**src/rtl/crs_pkg.sv**
```systemverilog
// Constants shared by the receiver control and status register bank
// Overview of operation
// RULE1: Status D5 shows live signal loss
// RULE2: Status D4 shows lock loss, 0 when locked
// RULE3: Status D3 shows signal-loss action completed
// RULE4: Status D2 sticky lock loss until cleared
// RULE5: Status D0 holds measure done until cleared
// RULE6: Mode D6:D4: 000 data, 010 reference
// RULE7: Control A D2 write 1 clears sticky
// RULE8: Control A D1 write 1 starts measurement
// RULE9: Control A D0 write 1 clears measurement
// RULE10: Control B D7 one-then-zero resets device
// RULE11: Control B D6 one-then-zero restarts acquisition
// RULE12: Control B D5 set bypasses recovery path
// RULE13: Control B D3 set powers detector down
// RULE14: Control B D2 inverts signal-loss pin
// RULE15: Control C D2 powers reference input down
// RULE16: D6 picks lock compare source
// RULE17: D5:D4 selects reference band, doubling
// RULE18: D3:D0 code n gives ratio 2^(n-1)
// RULE19: Rate over ratio equals reference over band
// RULE20: Host writes reserved bits 0, C D0 1
package crs_pkg;
    localparam logic [7:0] ADDR_STATUS = 8'h06;
    localparam logic [7:0] ADDR_CTRL_A = 8'h08;
    localparam logic [7:0] ADDR_CTRL_B = 8'h09;
    localparam logic [7:0] ADDR_CTRL_C = 8'h0A;
    localparam logic [7:0] ADDR_REF_SETUP = 8'h0F;
    localparam logic [7:0] ADDR_SEED_B0 = 8'h42;
    localparam logic [7:0] ADDR_SEED_B1 = 8'h43;
    localparam logic [7:0] ADDR_SEED_B2 = 8'h44;
    localparam logic [7:0] ADDR_SEED_B3 = 8'h45;
    localparam logic [7:0] ADDR_REVISION = 8'h48;
    localparam logic [7:0] ADDR_IDENTITY = 8'h49;
    localparam int ST_SIGNAL_LOSS = 5;
    localparam int ST_LOCK_LOSS = 4;
    localparam int ST_ACTION_DONE = 3;
    localparam int ST_STICKY_UNLOCK = 2;
    localparam int ST_MEASURE_DONE = 0;
    localparam int CA_MODE_LSB = 4;
    localparam int CA_STICKY_CLEAR = 2;
    localparam int CA_MEASURE_START = 1;
    localparam int CA_MEASURE_CLEAR = 0;
    localparam int CB_DEVICE_RESET = 7;
    localparam int CB_ACQ_RESTART = 6;
    localparam int CB_PATH_SKIP = 5;
    localparam int CB_STATIC_LOCK = 4;
    localparam int CB_DETECTOR_OFF = 3;
    localparam int CB_PIN_SENSE = 2;
    localparam int CC_REF_OFF = 2;
    localparam int RS_COMPARE_SRC = 6;
    localparam int RS_BAND_LSB = 4;
    localparam int RS_MULT_LSB = 0;
    localparam logic [7:0] CTRL_A_MASK = 8'h77;
    localparam logic [7:0] CTRL_B_MASK = 8'hFC;
    localparam logic [7:0] CTRL_C_MASK = 8'h05;
    localparam logic [7:0] REF_SETUP_MASK = 8'h7F;
    localparam logic [7:0] CTRL_A_RESET = 8'h00;
    localparam logic [7:0] CTRL_B_RESET = 8'h00;
    localparam logic [7:0] CTRL_C_RESET = 8'h05;
    localparam logic [7:0] REF_SETUP_RESET = 8'h00;
    localparam logic [2:0] MODE_LOCK_TO_DATA = 3'h0;
    localparam logic [2:0] MODE_LOCK_TO_REFERENCE = 3'h2;
    localparam logic [3:0] BYTE_BITS = 4'h8;
    typedef enum logic [3:0] {
        ST_IDLE = 4'b0000,
        ST_ADDR = 4'b0001,
        ST_ACK_ADDR = 4'b0010,
        ST_PTR = 4'b0011,
        ST_ACK_PTR = 4'b0100,
        ST_WDATA = 4'b0101,
        ST_ACK_DATA = 4'b0110,
        ST_RDATA = 4'b0111,
        ST_RACK = 4'b1000
    } crs_i2c_state_t;
endpackage

```
**src/rtl/crs_i2c_target.sv**
```systemverilog
// Serial management target: byte framing, pointer and write strobes
`timescale 1ns/100ps
module crs_i2c_target #(
    parameter logic [6:0] DEV_ADDR = 7'h2A
) (
    input wire logic i_clk,
    input wire logic i_resetn,
    input wire logic i_scl,
    input wire logic i_sda,
    output logic o_sda_oe,
    output logic o_wr_stb,
    output logic [7:0] o_addr,
    output logic [7:0] o_wr_data,
    input wire logic [7:0] i_rd_data
);
    crs_pkg::crs_i2c_state_t state_reg, state_next;
    logic scl_q, sda_q;
    logic [3:0] cnt_reg, cnt_next;
    logic [7:0] shift_reg, shift_next;
    logic [7:0] ptr_reg, ptr_next;
    logic oe_reg, oe_next;
    logic rw_reg, rw_next;
    logic ack_reg, ack_next;
    logic wr_reg, wr_next;

    wire start = i_scl & scl_q & sda_q & ~i_sda;
    wire stop = i_scl & scl_q & ~sda_q & i_sda;
    wire scl_rise = i_scl & ~scl_q;
    wire scl_fall = ~i_scl & scl_q;
    wire full = (cnt_reg == crs_pkg::BYTE_BITS);
    wire receiving = (state_reg == crs_pkg::ST_ADDR) | (state_reg == crs_pkg::ST_PTR)
                     | (state_reg == crs_pkg::ST_WDATA);
    wire load_now = ((state_reg == crs_pkg::ST_ACK_ADDR) & rw_reg)
                    | ((state_reg == crs_pkg::ST_RACK) & ack_reg);

    always_comb begin
        state_next = state_reg;
        cnt_next = cnt_reg;
        shift_next = shift_reg;
        ptr_next = ptr_reg;
        oe_next = oe_reg;
        rw_next = rw_reg;
        ack_next = ack_reg;
        wr_next = 1'b0;
        if (stop) begin
            state_next = crs_pkg::ST_IDLE;
            oe_next = 1'b0;
        end else if (start) begin
            // Repeated start is accepted anywhere and keeps the pointer
            state_next = crs_pkg::ST_ADDR;
            cnt_next = 4'h0;
            oe_next = 1'b0;
        end else if (scl_rise) begin
            if (receiving && !full) begin
                shift_next = {shift_reg[6:0], i_sda};
                cnt_next = cnt_reg + 4'h1;
            end
            if (state_reg == crs_pkg::ST_RACK) begin
                ack_next = ~i_sda;
            end
        end else if (scl_fall) begin
            unique case (state_reg)
                crs_pkg::ST_IDLE: begin
                end
                crs_pkg::ST_ADDR: begin
                    if (full && shift_reg[7:1] == DEV_ADDR) begin
                        oe_next = 1'b1;
                        rw_next = shift_reg[0];
                        state_next = crs_pkg::ST_ACK_ADDR;
                    end else if (full) begin
                        state_next = crs_pkg::ST_IDLE;
                    end
                end
                crs_pkg::ST_ACK_ADDR, crs_pkg::ST_RACK: begin
                    if (load_now) begin
                        // Read data is snapshotted here, then the pointer advances
                        shift_next = i_rd_data;
                        oe_next = ~i_rd_data[7];
                        cnt_next = 4'h1;
                        ptr_next = ptr_reg + 8'h01;
                        state_next = crs_pkg::ST_RDATA;
                    end else if (state_reg == crs_pkg::ST_ACK_ADDR) begin
                        oe_next = 1'b0;
                        cnt_next = 4'h0;
                        state_next = crs_pkg::ST_PTR;
                    end else begin
                        state_next = crs_pkg::ST_IDLE;
                    end
                end
                crs_pkg::ST_PTR: begin
                    if (full) begin
                        ptr_next = shift_reg;
                        oe_next = 1'b1;
                        state_next = crs_pkg::ST_ACK_PTR;
                    end
                end
                crs_pkg::ST_ACK_PTR, crs_pkg::ST_ACK_DATA: begin
                    if (state_reg == crs_pkg::ST_ACK_DATA) begin
                        ptr_next = ptr_reg + 8'h01;
                    end
                    oe_next = 1'b0;
                    cnt_next = 4'h0;
                    state_next = crs_pkg::ST_WDATA;
                end
                crs_pkg::ST_WDATA: begin
                    if (full) begin
                        wr_next = 1'b1;
                        oe_next = 1'b1;
                        state_next = crs_pkg::ST_ACK_DATA;
                    end
                end
                crs_pkg::ST_RDATA: begin
                    if (full) begin
                        oe_next = 1'b0;
                        state_next = crs_pkg::ST_RACK;
                    end else begin
                        shift_next = {shift_reg[6:0], 1'b0};
                        oe_next = ~shift_reg[6];
                        cnt_next = cnt_reg + 4'h1;
                    end
                end
                default: begin
                    state_next = crs_pkg::ST_IDLE;
                end
            endcase
        end
    end

    always_ff @(posedge i_clk or negedge i_resetn) begin
        if (!i_resetn) begin
            state_reg <= crs_pkg::ST_IDLE;
            scl_q <= 1'b1;
            sda_q <= 1'b1;
            cnt_reg <= 4'h0;
            shift_reg <= 8'h00;
            ptr_reg <= 8'h00;
            oe_reg <= 1'b0;
            rw_reg <= 1'b0;
            ack_reg <= 1'b0;
            wr_reg <= 1'b0;
        end else begin
            state_reg <= state_next;
            scl_q <= i_scl;
            sda_q <= i_sda;
            cnt_reg <= cnt_next;
            shift_reg <= shift_next;
            ptr_reg <= ptr_next;
            oe_reg <= oe_next;
            rw_reg <= rw_next;
            ack_reg <= ack_next;
            wr_reg <= wr_next;
        end
    end

    assign o_sda_oe = oe_reg;
    assign o_wr_stb = wr_reg;
    assign o_addr = ptr_reg;
    assign o_wr_data = shift_reg;
endmodule

```
**src/rtl/crs_regs_top.sv**
```systemverilog
// Receiver control and status register bank behind the serial management port
`timescale 1ns/100ps
module crs_regs_top #(
    parameter logic [6:0] DEV_ADDR = 7'h2A,
    // Arbitrary neutral codes
    parameter logic [7:0] REVISION_CODE = 8'h11,
    parameter logic [7:0] IDENTITY_CODE = 8'h22
) (
    input wire logic I_CLK,
    input wire logic I_RESETN,
    input wire logic I_SCL,
    input wire logic I_SDA,
    output logic O_SDA_OUT,
    output logic O_SDA_OE,
    input wire logic I_SIGNAL_LOSS,
    input wire logic I_LOCK_LOSS,
    input wire logic I_SIGNAL_ACTION_FINISHED,
    input wire logic I_RATE_MEASURE_DONE,
    input wire logic [31:0] I_PATTERN_SEED_READBACK,
    output logic O_SIGNAL_LOSS_PIN,
    output logic [2:0] O_RECOVERY_LOOP_SELECT,
    output logic O_LOCK_TO_REFERENCE,
    output logic O_RATE_MEASURE_START,
    output logic O_RATE_MEASURE_CLEAR,
    output logic O_ACQUISITION_RESTART,
    output logic O_DEVICE_RESET,
    output logic O_RECOVERY_PATH_SKIP,
    output logic O_STATIC_LOCK_MODE,
    output logic O_SIGNAL_DETECTOR_OFF,
    output logic O_REFERENCE_INPUT_OFF,
    output logic O_LOCK_COMPARE_SOURCE,
    output logic [1:0] O_REFERENCE_BAND,
    output logic [3:0] O_RATE_MULTIPLE,
    output logic signed [4:0] O_RATE_TO_REF_EXP
);
    // General call and high reserved target addresses cannot be served
    if (DEV_ADDR < 7'h08 || DEV_ADDR > 7'h77) begin : g_bad_addr
        $error("DEV_ADDR lies in a reserved range");
    end

    function automatic logic [7:0] next_field(
        input logic [7:0] cur,
        input logic wr,
        input logic [7:0] data,
        input logic [7:0] mask,
        input logic [7:0] rst_val,
        input logic srst
    );
        logic [7:0] val;
        val = wr ? (data & mask) : cur;
        return srst ? rst_val : val;
    endfunction

    // Log2 of data rate over reference clock
    function automatic logic signed [4:0] rate_exp(
        input logic [3:0] mult,
        input logic [1:0] band
    );
        return $signed({1'b0, mult}) - 5'sd1 - $signed({3'b000, band});
    endfunction

    logic wr_stb;
    logic [7:0] addr;
    logic [7:0] wr_data;
    logic [7:0] rd_data;
    logic sda_oe;

    crs_i2c_target #(
        .DEV_ADDR(DEV_ADDR)
    ) u_target (
        .i_clk(I_CLK),
        .i_resetn(I_RESETN),
        .i_scl(I_SCL),
        .i_sda(I_SDA),
        .o_sda_oe(sda_oe),
        .o_wr_stb(wr_stb),
        .o_addr(addr),
        .o_wr_data(wr_data),
        .i_rd_data(rd_data)
    );

    logic [7:0] ctrl_a_reg, ctrl_a_next;
    logic [7:0] ctrl_b_reg, ctrl_b_next;
    logic [7:0] ctrl_c_reg, ctrl_c_next;
    logic [7:0] ref_setup_reg, ref_setup_next;
    logic sloss_reg, lloss_reg, action_done_reg;
    logic sticky_reg, sticky_next;
    logic done_reg, done_next;
    logic pin_reg, rlock_reg;
    logic start_reg, clear_reg, restart_reg, srst_reg;
    logic signed [4:0] exp_reg;
    logic sda_out_reg;

    wire wr_a = wr_stb & (addr == crs_pkg::ADDR_CTRL_A);
    wire wr_b = wr_stb & (addr == crs_pkg::ADDR_CTRL_B);
    wire wr_c = wr_stb & (addr == crs_pkg::ADDR_CTRL_C);
    wire wr_ref = wr_stb & (addr == crs_pkg::ADDR_REF_SETUP);
    // One-then-zero sequences act on the write of the zero
    wire srst_hit = wr_b & ctrl_b_reg[crs_pkg::CB_DEVICE_RESET]
                    & ~wr_data[crs_pkg::CB_DEVICE_RESET]; // see RULE10
    wire restart_hit = wr_b & ctrl_b_reg[crs_pkg::CB_ACQ_RESTART]
                       & ~wr_data[crs_pkg::CB_ACQ_RESTART]; // see RULE11
    wire sticky_clr = wr_a & wr_data[crs_pkg::CA_STICKY_CLEAR]; // see RULE7
    wire measure_go = wr_a & wr_data[crs_pkg::CA_MEASURE_START]; // see RULE8
    wire measure_clr = wr_a & wr_data[crs_pkg::CA_MEASURE_CLEAR]; // see RULE9
    wire detector_off = ctrl_b_reg[crs_pkg::CB_DETECTOR_OFF];
    // A powered-down detector never reports loss
    wire sloss_eff = I_SIGNAL_LOSS & ~detector_off; // see RULE13

    assign ctrl_a_next = next_field(ctrl_a_reg, wr_a, wr_data,
        crs_pkg::CTRL_A_MASK, crs_pkg::CTRL_A_RESET, srst_hit);
    assign ctrl_b_next = next_field(ctrl_b_reg, wr_b, wr_data,
        crs_pkg::CTRL_B_MASK, crs_pkg::CTRL_B_RESET, srst_hit);
    assign ctrl_c_next = next_field(ctrl_c_reg, wr_c, wr_data,
        crs_pkg::CTRL_C_MASK, crs_pkg::CTRL_C_RESET, srst_hit);
    assign ref_setup_next = next_field(ref_setup_reg, wr_ref, wr_data,
        crs_pkg::REF_SETUP_MASK, crs_pkg::REF_SETUP_RESET, srst_hit);
    // New events win over a clear in the same cycle
    assign sticky_next = I_LOCK_LOSS | (sticky_reg & ~sticky_clr & ~srst_hit); // see RULE4
    assign done_next = I_RATE_MEASURE_DONE | (done_reg & ~measure_clr & ~srst_hit); // see RULE5

    wire [2:0] mode_next = ctrl_a_next[crs_pkg::CA_MODE_LSB +: 3];
    wire [7:0] status_word = {2'b00, sloss_reg, lloss_reg, action_done_reg,
                              sticky_reg, 1'b0, done_reg}; // see RULE1, RULE2, RULE3

    always_comb begin
        unique case (addr)
            crs_pkg::ADDR_STATUS: rd_data = status_word;
            crs_pkg::ADDR_CTRL_A: rd_data = ctrl_a_reg;
            crs_pkg::ADDR_CTRL_B: rd_data = ctrl_b_reg;
            crs_pkg::ADDR_CTRL_C: rd_data = ctrl_c_reg;
            crs_pkg::ADDR_REF_SETUP: rd_data = ref_setup_reg;
            crs_pkg::ADDR_SEED_B0: rd_data = I_PATTERN_SEED_READBACK[7:0];
            crs_pkg::ADDR_SEED_B1: rd_data = I_PATTERN_SEED_READBACK[15:8];
            crs_pkg::ADDR_SEED_B2: rd_data = I_PATTERN_SEED_READBACK[23:16];
            crs_pkg::ADDR_SEED_B3: rd_data = I_PATTERN_SEED_READBACK[31:24];
            crs_pkg::ADDR_REVISION: rd_data = REVISION_CODE;
            crs_pkg::ADDR_IDENTITY: rd_data = IDENTITY_CODE;
            default: rd_data = 8'h00;
        endcase
    end

    always_ff @(posedge I_CLK or negedge I_RESETN) begin
        if (!I_RESETN) begin
            ctrl_a_reg <= crs_pkg::CTRL_A_RESET;
            ctrl_b_reg <= crs_pkg::CTRL_B_RESET;
            ctrl_c_reg <= crs_pkg::CTRL_C_RESET;
            ref_setup_reg <= crs_pkg::REF_SETUP_RESET;
        end else begin
            ctrl_a_reg <= ctrl_a_next; // see RULE6
            ctrl_b_reg <= ctrl_b_next; // see RULE12, RULE14
            ctrl_c_reg <= ctrl_c_next; // see RULE15
            ref_setup_reg <= ref_setup_next; // see RULE16, RULE17, RULE18
        end
    end

    always_ff @(posedge I_CLK or negedge I_RESETN) begin
        if (!I_RESETN) begin
            sloss_reg <= 1'b0;
            lloss_reg <= 1'b0;
            action_done_reg <= 1'b0;
            sticky_reg <= 1'b0;
            done_reg <= 1'b0;
        end else begin
            sloss_reg <= sloss_eff; // see RULE1
            lloss_reg <= I_LOCK_LOSS; // see RULE2
            action_done_reg <= I_SIGNAL_ACTION_FINISHED; // see RULE3
            sticky_reg <= sticky_next;
            done_reg <= done_next;
        end
    end

    always_ff @(posedge I_CLK or negedge I_RESETN) begin
        if (!I_RESETN) begin
            pin_reg <= 1'b0;
            rlock_reg <= 1'b0;
            start_reg <= 1'b0;
            clear_reg <= 1'b0;
            restart_reg <= 1'b0;
            srst_reg <= 1'b0;
            exp_reg <= 5'sh0;
            sda_out_reg <= 1'b0;
        end else begin
            pin_reg <= sloss_eff ^ ctrl_b_reg[crs_pkg::CB_PIN_SENSE]; // see RULE14
            rlock_reg <= (mode_next == crs_pkg::MODE_LOCK_TO_REFERENCE); // see RULE6
            start_reg <= measure_go; // see RULE8
            clear_reg <= measure_clr; // see RULE9
            restart_reg <= restart_hit; // see RULE11
            srst_reg <= srst_hit; // see RULE10
            exp_reg <= rate_exp(ref_setup_next[crs_pkg::RS_MULT_LSB +: 4],
                                ref_setup_next[crs_pkg::RS_BAND_LSB +: 2]); // see RULE19
            sda_out_reg <= 1'b0;
        end
    end

    assign O_SDA_OUT = sda_out_reg;
    assign O_SDA_OE = sda_oe;
    assign O_SIGNAL_LOSS_PIN = pin_reg;
    assign O_RECOVERY_LOOP_SELECT = ctrl_a_reg[crs_pkg::CA_MODE_LSB +: 3];
    assign O_LOCK_TO_REFERENCE = rlock_reg;
    assign O_RATE_MEASURE_START = start_reg;
    assign O_RATE_MEASURE_CLEAR = clear_reg;
    assign O_ACQUISITION_RESTART = restart_reg;
    assign O_DEVICE_RESET = srst_reg;
    assign O_RECOVERY_PATH_SKIP = ctrl_b_reg[crs_pkg::CB_PATH_SKIP]; // see RULE12
    assign O_STATIC_LOCK_MODE = ctrl_b_reg[crs_pkg::CB_STATIC_LOCK];
    assign O_SIGNAL_DETECTOR_OFF = ctrl_b_reg[crs_pkg::CB_DETECTOR_OFF]; // see RULE13
    assign O_REFERENCE_INPUT_OFF = ctrl_c_reg[crs_pkg::CC_REF_OFF]; // see RULE15
    assign O_LOCK_COMPARE_SOURCE = ref_setup_reg[crs_pkg::RS_COMPARE_SRC]; // see RULE16
    assign O_REFERENCE_BAND = ref_setup_reg[crs_pkg::RS_BAND_LSB +: 2]; // see RULE17
    assign O_RATE_MULTIPLE = ref_setup_reg[crs_pkg::RS_MULT_LSB +: 4]; // see RULE18
    assign O_RATE_TO_REF_EXP = exp_reg;
endmodule

```
**config.mk**
```make
export PLATFORM = sky130hd
export DESIGN_NAME = crs_regs_top
export DESIGN_NICKNAME = d
export VERILOG_FILES = /design/src/rtl/crs_pkg.sv /design/src/rtl/crs_i2c_target.sv /design/src/rtl/crs_regs_top.sv
export SDC_FILE = /design/constraint.sdc
export NUM_CORES = 1
export LEC_CHECK = 0
export ABC_AREA = 1
export BUFFER_PORTS_ARGS = -buffer_cell sky130_fd_sc_hd__buf_2
export CORE_ASPECT_RATIO = 1.2
export CORE_MARGIN = 5
export CORE_UTILIZATION = 35
export DETAILED_ROUTE_END_ITERATION = 16
export GPL_ROUTABILITY_DRIVEN = 0
export GPL_TIMING_DRIVEN = 0
export PLACE_DENSITY = 0.6
export SYNTH_ARGS = -nofsm -noshare
export SYNTH_HDL_FRONTEND = slang
export SYNTH_HIERARCHICAL = 1
export SYNTH_SLANG_ARGS = --single-unit
```
**constraint.sdc**
```tcl
create_clock -name I_CLK -period 6.2 [get_ports I_CLK]
set_clock_uncertainty 0.2 [all_clocks]
set_input_delay 0.31 -clock I_CLK [delete_from_list [all_inputs] [get_ports I_CLK]]
set_output_delay 0.31 -clock I_CLK [all_outputs]
set_load 0.01 [all_outputs]
```
==> key figures, run 1 <==
Place
  • Port Buffers: 65
  • Post-DP HPWL: 9.43 mm
  • Pre-CTS setup slack: 3.57 ns
  • Placed cell count: 830
  • Post-DP Area: 0.00494 mm2

Critical path
  • Worst Path Buf+Inv: 2
  • Critical R2R Launch: u_target/o_addr[3]
  • WP data arrival: 2.64 ns
  • Worst-path cell chain: inv_1 -> nor2_2 -> nand2_2 -> nor2_8 -> nand3_4 -> buf_6 -> o21ai_0 -> a21oi_1 -> ha_1 -> fa_1 -> xor2_1
  • Cells on worst reg2reg path: 11
  • WS Path Type: flop to flop
  • Worst path slowest cell: dfrtp_1
  • Crit. End Element: flop
  • Top delay family on crit path: adder cells
  • CP max stage delay: 0.45 ns
  • Maximum fanout along the worst path: 10
  • Flop-to-flop setup slack: 3.56 ns
  • Crit start category: flop
  • Critical Path RT: roughly 6.2 ns
  • RR Endpoint: O_RATE_TO_REF_EXP[2]

Yosys
  • EDFF count, synth: 0
  • Post-Syn Area per Cell: roughly 7.3 um2
  • Synth warn: 6
  • Post-synthesis sequential area ratio: 38.1%
  • Post-Synthesis Cells: 601
  • Syn Nets: 650
  • Netlist cell types: 43
  • #FFs+latches synth: between 60 and 70
  • Post-synthesis cell area: 0.00441 mm2
  • Post-synth top flop: dfrtp_1
  • Ys async rst share: 100%

Clock network
  • CTS HTree Levels: 3
  • Clk root buf: clkbuf_16
  • Clk_lat worst skew: 0.33 ns
  • Total CTS buffers: 9
  • Clk buf depth: 2
  • Clock sink count: 67
  • Clock-pin transition on the worst setup and hold timing paths: 0.06 ns
  • CTS tree: yes
  • PostCTS Resize Cnt: 0

Outcome
  • Status: completed

STA
  • Min Hold Slack: just over 0.3 ns
  • Fmax: approximately 380 MHz
  • Unrepaired setup endpoints after global routing: no
  • Setup violators final: 0
  • Period utilization: 42.5%
  • Fin. Hold Viols: 0
  • Slew Limit Fails: 0
  • Slew margin rel.: 43.1%
  • Actual slew at the worst max-slew pin: between 0.8 and 0.9 ns
  • Total Neg Setup Slack: 0 ns
  • Tmin final: 2.64 ns
  • PnR worst setup slack: roughly 3.6 ns

Layout
  • Ant. Diodes: 0
  • Fin cells: 853
  • Multi-input logic area: 0.00227 mm2
  • Final core occ: 42.8%
  • Fin area: 0.00536 mm2
  • Reg area: 0.00168 mm2
  • Net count, final: 733
  • Area Overhead vs Synth: 21.4%
  • Fillers: about 1300
  • Share of layout cells above drive strength 1: between 20% and 30%

Routing
  • Residual DRC: 0
  • DR iter-0 viols: about 350
  • Detailed Route WL: 12.0 mm
  • Drt pass-1 iters: 5
  • Routed vias: 4198
  • Drt wl/cell: about 14 um
  • DRT antenna net count: 0
  • DR vias/cell: 4.92

Global route
  • Initial antenna violation count: 0
  • Largest net degree at the start of global routing: 68
  • Global-route wire length before repair: 20.2 mm
  • Vias in the first global route: 4156
  • Grt ovf: 0
  • Gr usage total: 16.5%

Die
  • I/O pins: 67
  • Initial core utilization: 35.3%
  • Core Rows: 45
  • Placeable Area: 0.0125 mm2
  • Die height: between 100 and 150 um
  • Area of the die: 0.0150 mm2
  • Die Wd: around 110 um

Pwr
  • PwrDens: 211 mW/mm2
  • Leakage Power: roughly 2.9 nW
  • Total Power Consumption: about 1.1 mW
  • Worst vdd ir: 0.150 mV

Hold path
  • Hold Crit Class: flop to flop
  • Worst Hold Path EP: u_target/o_wr_data[3]
  • Hold Crit Depth: 2
  • Min-delay src: u_target/o_wr_data[3]

Run
  • MaxCap Viol Count: 0
==> tightest hold or removal path: stages, from the launching register on <==
cell	delay (ns)
dfrtp_1	0.37
nand2_2	0.06
nand2_1	0.04
==> report_power, final <==
part	switching, mW	internal [mW]	total, mW
logic	0.0515	0.0301	0.0816
clock network	0.191	0.394	0.585
registers	0.0161	0.448	0.464
==> synth_stat cells (9+ instances only) <==
cell / number / area [um2]
nand2_1: 149 / 559
nand2_2: 26 / 163
o21ai_0: 28 / 140
nor2_1: 49 / 184
nand3_1: 69 / 345
a21oi_1: 11 / 55.1
inv_1: 81 / 304
inv_2: 9 / 33.8
dfrtp_1: 63 / 1580
nand3_2: 10 / 100
==> placed cells by master (no fill, tap or decap), types with 2 or more instances in the layout <==
master | Yosys | final
a21oi_1 | 11 | 11
buf_2 | 4 | 68
buf_4 | 5 | 6
buf_6 | 4 | 4
bufinv_16 | 0 | 3
clkbuf_1 | 1 | 2
clkbuf_16 | 0 | 9
clkinv_2 | 1 | 2
clkinv_4 | 1 | 2
dfrtp_1 | 63 | 63
dfstp_2 | 4 | 4
dlygate4sd3_1 | 0 | 7
ha_1 | 8 | 8
inv_1 | 81 | 81
inv_2 | 9 | 9
nand2_1 | 149 | 149
nand2_2 | 26 | 26
nand2_4 | 4 | 4
nand3_1 | 69 | 69
nand3_2 | 10 | 10
nand3b_1 | 4 | 4
nand4_1 | 8 | 8
nor2_1 | 49 | 49
nor2_2 | 7 | 7
nor2_4 | 5 | 5
nor2_8 | 2 | 2
nor3_1 | 7 | 7
o211ai_1 | 8 | 8
o21ai_0 | 28 | 28
o21ai_1 | 5 | 5
o21bai_1 | 2 | 2
o22ai_1 | 6 | 6
o31ai_1 | 3 | 3
xnor2_1 | 4 | 4
xor2_1 | 2 | 2
==> cells by family (layout without fill, tap and decap cells) <==
kind of cell	after synthesis	count (layout)	share of synthesized area, %
buffers and inverters	107	195	10.5
DFF	67	67	38.1
and+or+nand+nor	344	344	38.6
other	1	1	0.0850
xor gates and xnor gates	6	6	1.19
AOI/OAI and AO/OA	67	67	8.82
adders and majority gates	9	9	2.72
==> per-layer routing <==
layer / global-route usage (%) / part of all wire, % / vias up
met5: 0 / 0 / -
met4: 7.88 / 3.8 / 0
met3: 3.84 / 6.9 / 32
met2: 27.7 / 48 / 160
met1: 20.0 / 41 / 1916
li1: - / - / 2090
==> what timing repair did <==
| action | 4_1_cts | 5_1_grt |
|---|---|---|
| endpoints found under the hold margin | 70 | 0 |
| hold buffers | 7 | 0 |
| setup buffers | 0 | 0 |
==> worst max-delay path by stage <==
stage                        from                    to  slack [ns]  depth (start not counted)
6_report       u_target/o_addr[3]  O_RATE_TO_REF_EXP[2]        3.56                         11
5_1_grt        u_target/o_addr[3]  O_RATE_TO_REF_EXP[2]        3.44                         11
4_1_cts        u_target/o_addr[3]  O_RATE_TO_REF_EXP[2]        3.56                         11
3_5_place_dp   u_target/o_addr[3]  O_RATE_TO_REF_EXP[2]        3.57                         11
3_3_place_gp   u_target/o_addr[3]  O_RATE_TO_REF_EXP[2]        3.60                         11
2_1_floorplan  u_target/o_addr[2]  O_RATE_TO_REF_EXP[2]        3.86                         10
==> cell type report <==
class / instances / share of cell area (%)
clock inverters: 6 / 2.10
well taps: 164 / 3.83
clock buffers: 10 / 4.28
inverters: 93 / 6.64
flip-flops and latches: 67 / 31.4
repair buffers: 72 / 7.43
multi-input cells: 427 / 42.3
plain buffers: 14 / 1.99
Power figures use the tool's default switching activity.
==> run 2, diff against run 1 <==
==> constraint.sdc (replaced) <==
create_clock -name I_CLK -period 2.65 [get_ports I_CLK]
set_clock_uncertainty 0.2 [all_clocks]
set_input_delay 0.1325 -clock I_CLK [delete_from_list [all_inputs] [get_ports I_CLK]]
set_output_delay 0.1325 -clock I_CLK [all_outputs]
set_load 0.01 [all_outputs]
==> run 2 against run 1 <==
Maximum frequency is 4.2% higher; register-to-register slack worse by 3.4 ns; non-clock buffer count is 3 higher; hold slack worse by 0.13 ns; final cell count rose by 0.35%; power rose by 130%; sequential power is 130% higher; largest cell class unchanged; flip-flop and latch count is the same; first-iteration DRC count is 7.8% lower; count of clock-buffer cells in the layout unchanged.
==> key figures, run 2 (synthesized netlist as in run 1, its figures left out) <==
Die
  • Core Rows: 45 (unchanged)
  • Area of the die: 0.0150 mm2 (unchanged)
  • Die Wd: 112 um (unchanged)
  • I/O pins: 67 (unchanged)
  • Initial core utilization: 35.3% (unchanged)
  • Placeable Area: 0.0125 mm2 (unchanged)
  • Die height: 133 um (unchanged)

Pwr
  • Leakage Power: 2.87 nW (+0.74%)
  • Combinational share of power: 7.2% (about the same)
  • Internal: 2.04 mW (+130%)
  • Net Sw Frac: 22.9% (about the same)
  • Clk pwr share: 51.8% (about the same)
  • Seq pwr share: 41.0% (about the same)
  • Switching Power: 0.606 mW (+130%)
  • Worst vdd ir: 0.352 mV (+130%)
  • PwrDens: 490 mW/mm2 (+130%)

STA
  • Total Neg Setup Slack: 0 ns (unchanged)
  • PnR worst setup slack: 0.121 ns (-3.44 ns)
  • Slew Limit Fails: 0 (unchanged)
  • Fmax: 395 MHz (+4.2%)
  • Period utilization: 95.4% (+53 points)
  • Actual slew at the worst max-slew pin: 0.850 ns (-0.00283 ns)
  • Fin. Hold Viols: 0 (unchanged)
  • Tmin final: 2.53 ns (-0.107 ns)
  • Slew margin rel.: 43.3% (+0.19 points)
  • Min Hold Slack: 0.176 ns (-0.128 ns)
  • Setup violators final: 0 (unchanged)

Clock network
  • Clk buf depth: 2 (unchanged)
  • Clock sink count: 67 (unchanged)
  • Total CTS buffers: 9 (unchanged)
  • CTS HTree Levels: 3 (unchanged)
  • CTS tree: yes
  • Clk root buf: clkbuf_16
  • Clk_lat worst skew: 0.33 ns (about the same)
  • Clock-pin transition on the worst setup and hold timing paths: 0.06 ns (about the same)

Critical path
  • CP max stage delay: 0.49 ns (+0.04 ns)
  • Crit. End Element: flop
  • Maximum fanout along the worst path: 10 (unchanged)
  • Critical Path RT: 2.66 ns (-3.55 ns)
  • WP data arrival: 2.54 ns (-0.10 ns)
  • Worst path slowest cell: dfrtp_1
  • Worst-path cell chain: nor2_2 -> nand2_2 -> nor2_8 -> nand3_4 -> buf_6 -> o21ai_0 -> a21oi_1 -> ha_1 -> fa_1 -> xor2_1
  • Worst Path Buf+Inv: 1 (-1)
  • Crit start category: flop
  • Top delay family on crit path: adder cells
  • WS Path Type: flop to flop

Routing
  • Detailed Route WL: 12.1 mm (+0.54%)
  • Routed vias: 4202 (+0.095%)
  • DR iter-0 viols: 319 (-7.8%)
  • Drt pass-1 iters: 5 (unchanged)
  • DRT antenna net count: 0 (unchanged)
  • DR vias/cell: 4.91 (-0.26%)
  • Residual DRC: 0 (unchanged)
  • Drt wl/cell: 14.1 um (+0.19%)

Place
  • Port Buffers: 65 (unchanged)
  • Post-DP HPWL: 9.43 mm (unchanged)
  • Pre-CTS setup slack: 0.0206 ns (-3.55 ns)

Layout
  • Area Overhead vs Synth: 22.4%
  • Multi-input logic area: 0.00228 mm2 (+0.77%)
  • Final core occ: 43.2% (+0.35 points)
  • Reg area: 0.00169 mm2 (+0.22%)
  • Fillers: 1287 (-0.16%)
  • Ant. Diodes: 0 (unchanged)
  • Most common cell after layout, fill and taps aside: nand2_1
  • Commonest non-fill, non-tap cells in the layout: nand2_1, inv_1, nand3_1, buf_2, dfrtp_1
  • Net count, final: 736 (+0.41%)
  • Share of layout cells above drive strength 1: 25.3% (+1.1 points)

Outcome
  • Status: completed

Global route
  • Grt ovf: 0 (unchanged)
  • Gr usage total: 16.5% (unchanged)
  • Vias in the first global route: 4156 (unchanged)
  • Initial antenna violation count: 0 (unchanged)
  • Largest net degree at the start of global routing: 68 (unchanged)
  • Global-route wire length before repair: 20.2 mm (unchanged)

Run
  • MaxCap Viol Count: 0 (unchanged)

Hold path
  • Hold Crit Class: input pin to flop
## run 2: repair_timing
item / in CTS / in global routing
endpoints found under the setup margin: 0 / 6
resized for setup: 0 / 7
setup buffers: 0 / 3
hold buffers: 7 / 0
endpoints found under the hold margin: 72 / 0
## run 2: power by group through the flow
stage,clock network [mW],logic [mW],registers (mW)
CTS,1.40,0.193,1.09
finish,1.37,0.191,1.09
global route,1.44,0.219,1.09
global placement,0,0.181,1.10
floorplan,0,0.103,1.09
detailed placement,0,0.184,1.10
## run 2: tightest hold or removal path, delay by kind of cell
kind                   cells  cell delay [ns]
AOI/OAI and AO/OA          1             0.05
and+or+nand+nor            5             0.40
buffers and inverters      1             0.08
## run 2: metal layers
metal	track usage, %	part of all wire (%)	routed length, um
met1	20.0	42	5050
met5	0	0	0
met3	3.84	6.6	802
met2	27.7	48	5760
met4	7.88	3.8	453
## run 2: area by class of cell
class | instances | share of cell area [%]
multi-input cells | 427 | 42.3
flip-flops and latches | 67 | 31.2
repair buffers | 75 | 7.79
inverters | 93 | 6.58
clock buffers | 10 | 4.24
well taps | 164 | 3.80
clock inverters | 6 | 2.09
plain buffers | 14 | 1.97
## run 2: final timing paths
| kind | startpoint | end | slack (ns) | cells after the start |
|---|---|---|---|---|
| max | u_target/o_addr[1] | O_RATE_TO_REF_EXP[2] | 0.12 | 10 |
| min | I_PATTERN_SEED_READBACK[25] | u_target/o_wr_data[1] | 0.18 | 7 |
| max reg2reg | u_target/o_addr[1] | O_RATE_TO_REF_EXP[2] | 0.12 | 10 |
| min reg2reg | ctrl_b_reg[4] | ctrl_b_reg[4] | 0.31 | 2 |
| max in group asynchronous | I_RESETN | u_target/o_addr[2] | 1.38 | 2 |
| min in group asynchronous | I_RESETN | O_RATE_TO_REF_EXP[4] | 0.24 | 2 |
## run 2: through the flow
step	instances	instance area (um2)	power, mW
final	856	5400	2.65
after global routing	856	5400	2.75
after CTS	853	5360	2.68
after detailed placement	830	4940	1.29
after global placement	830	4940	1.28
after floorplan	601	4410	1.19
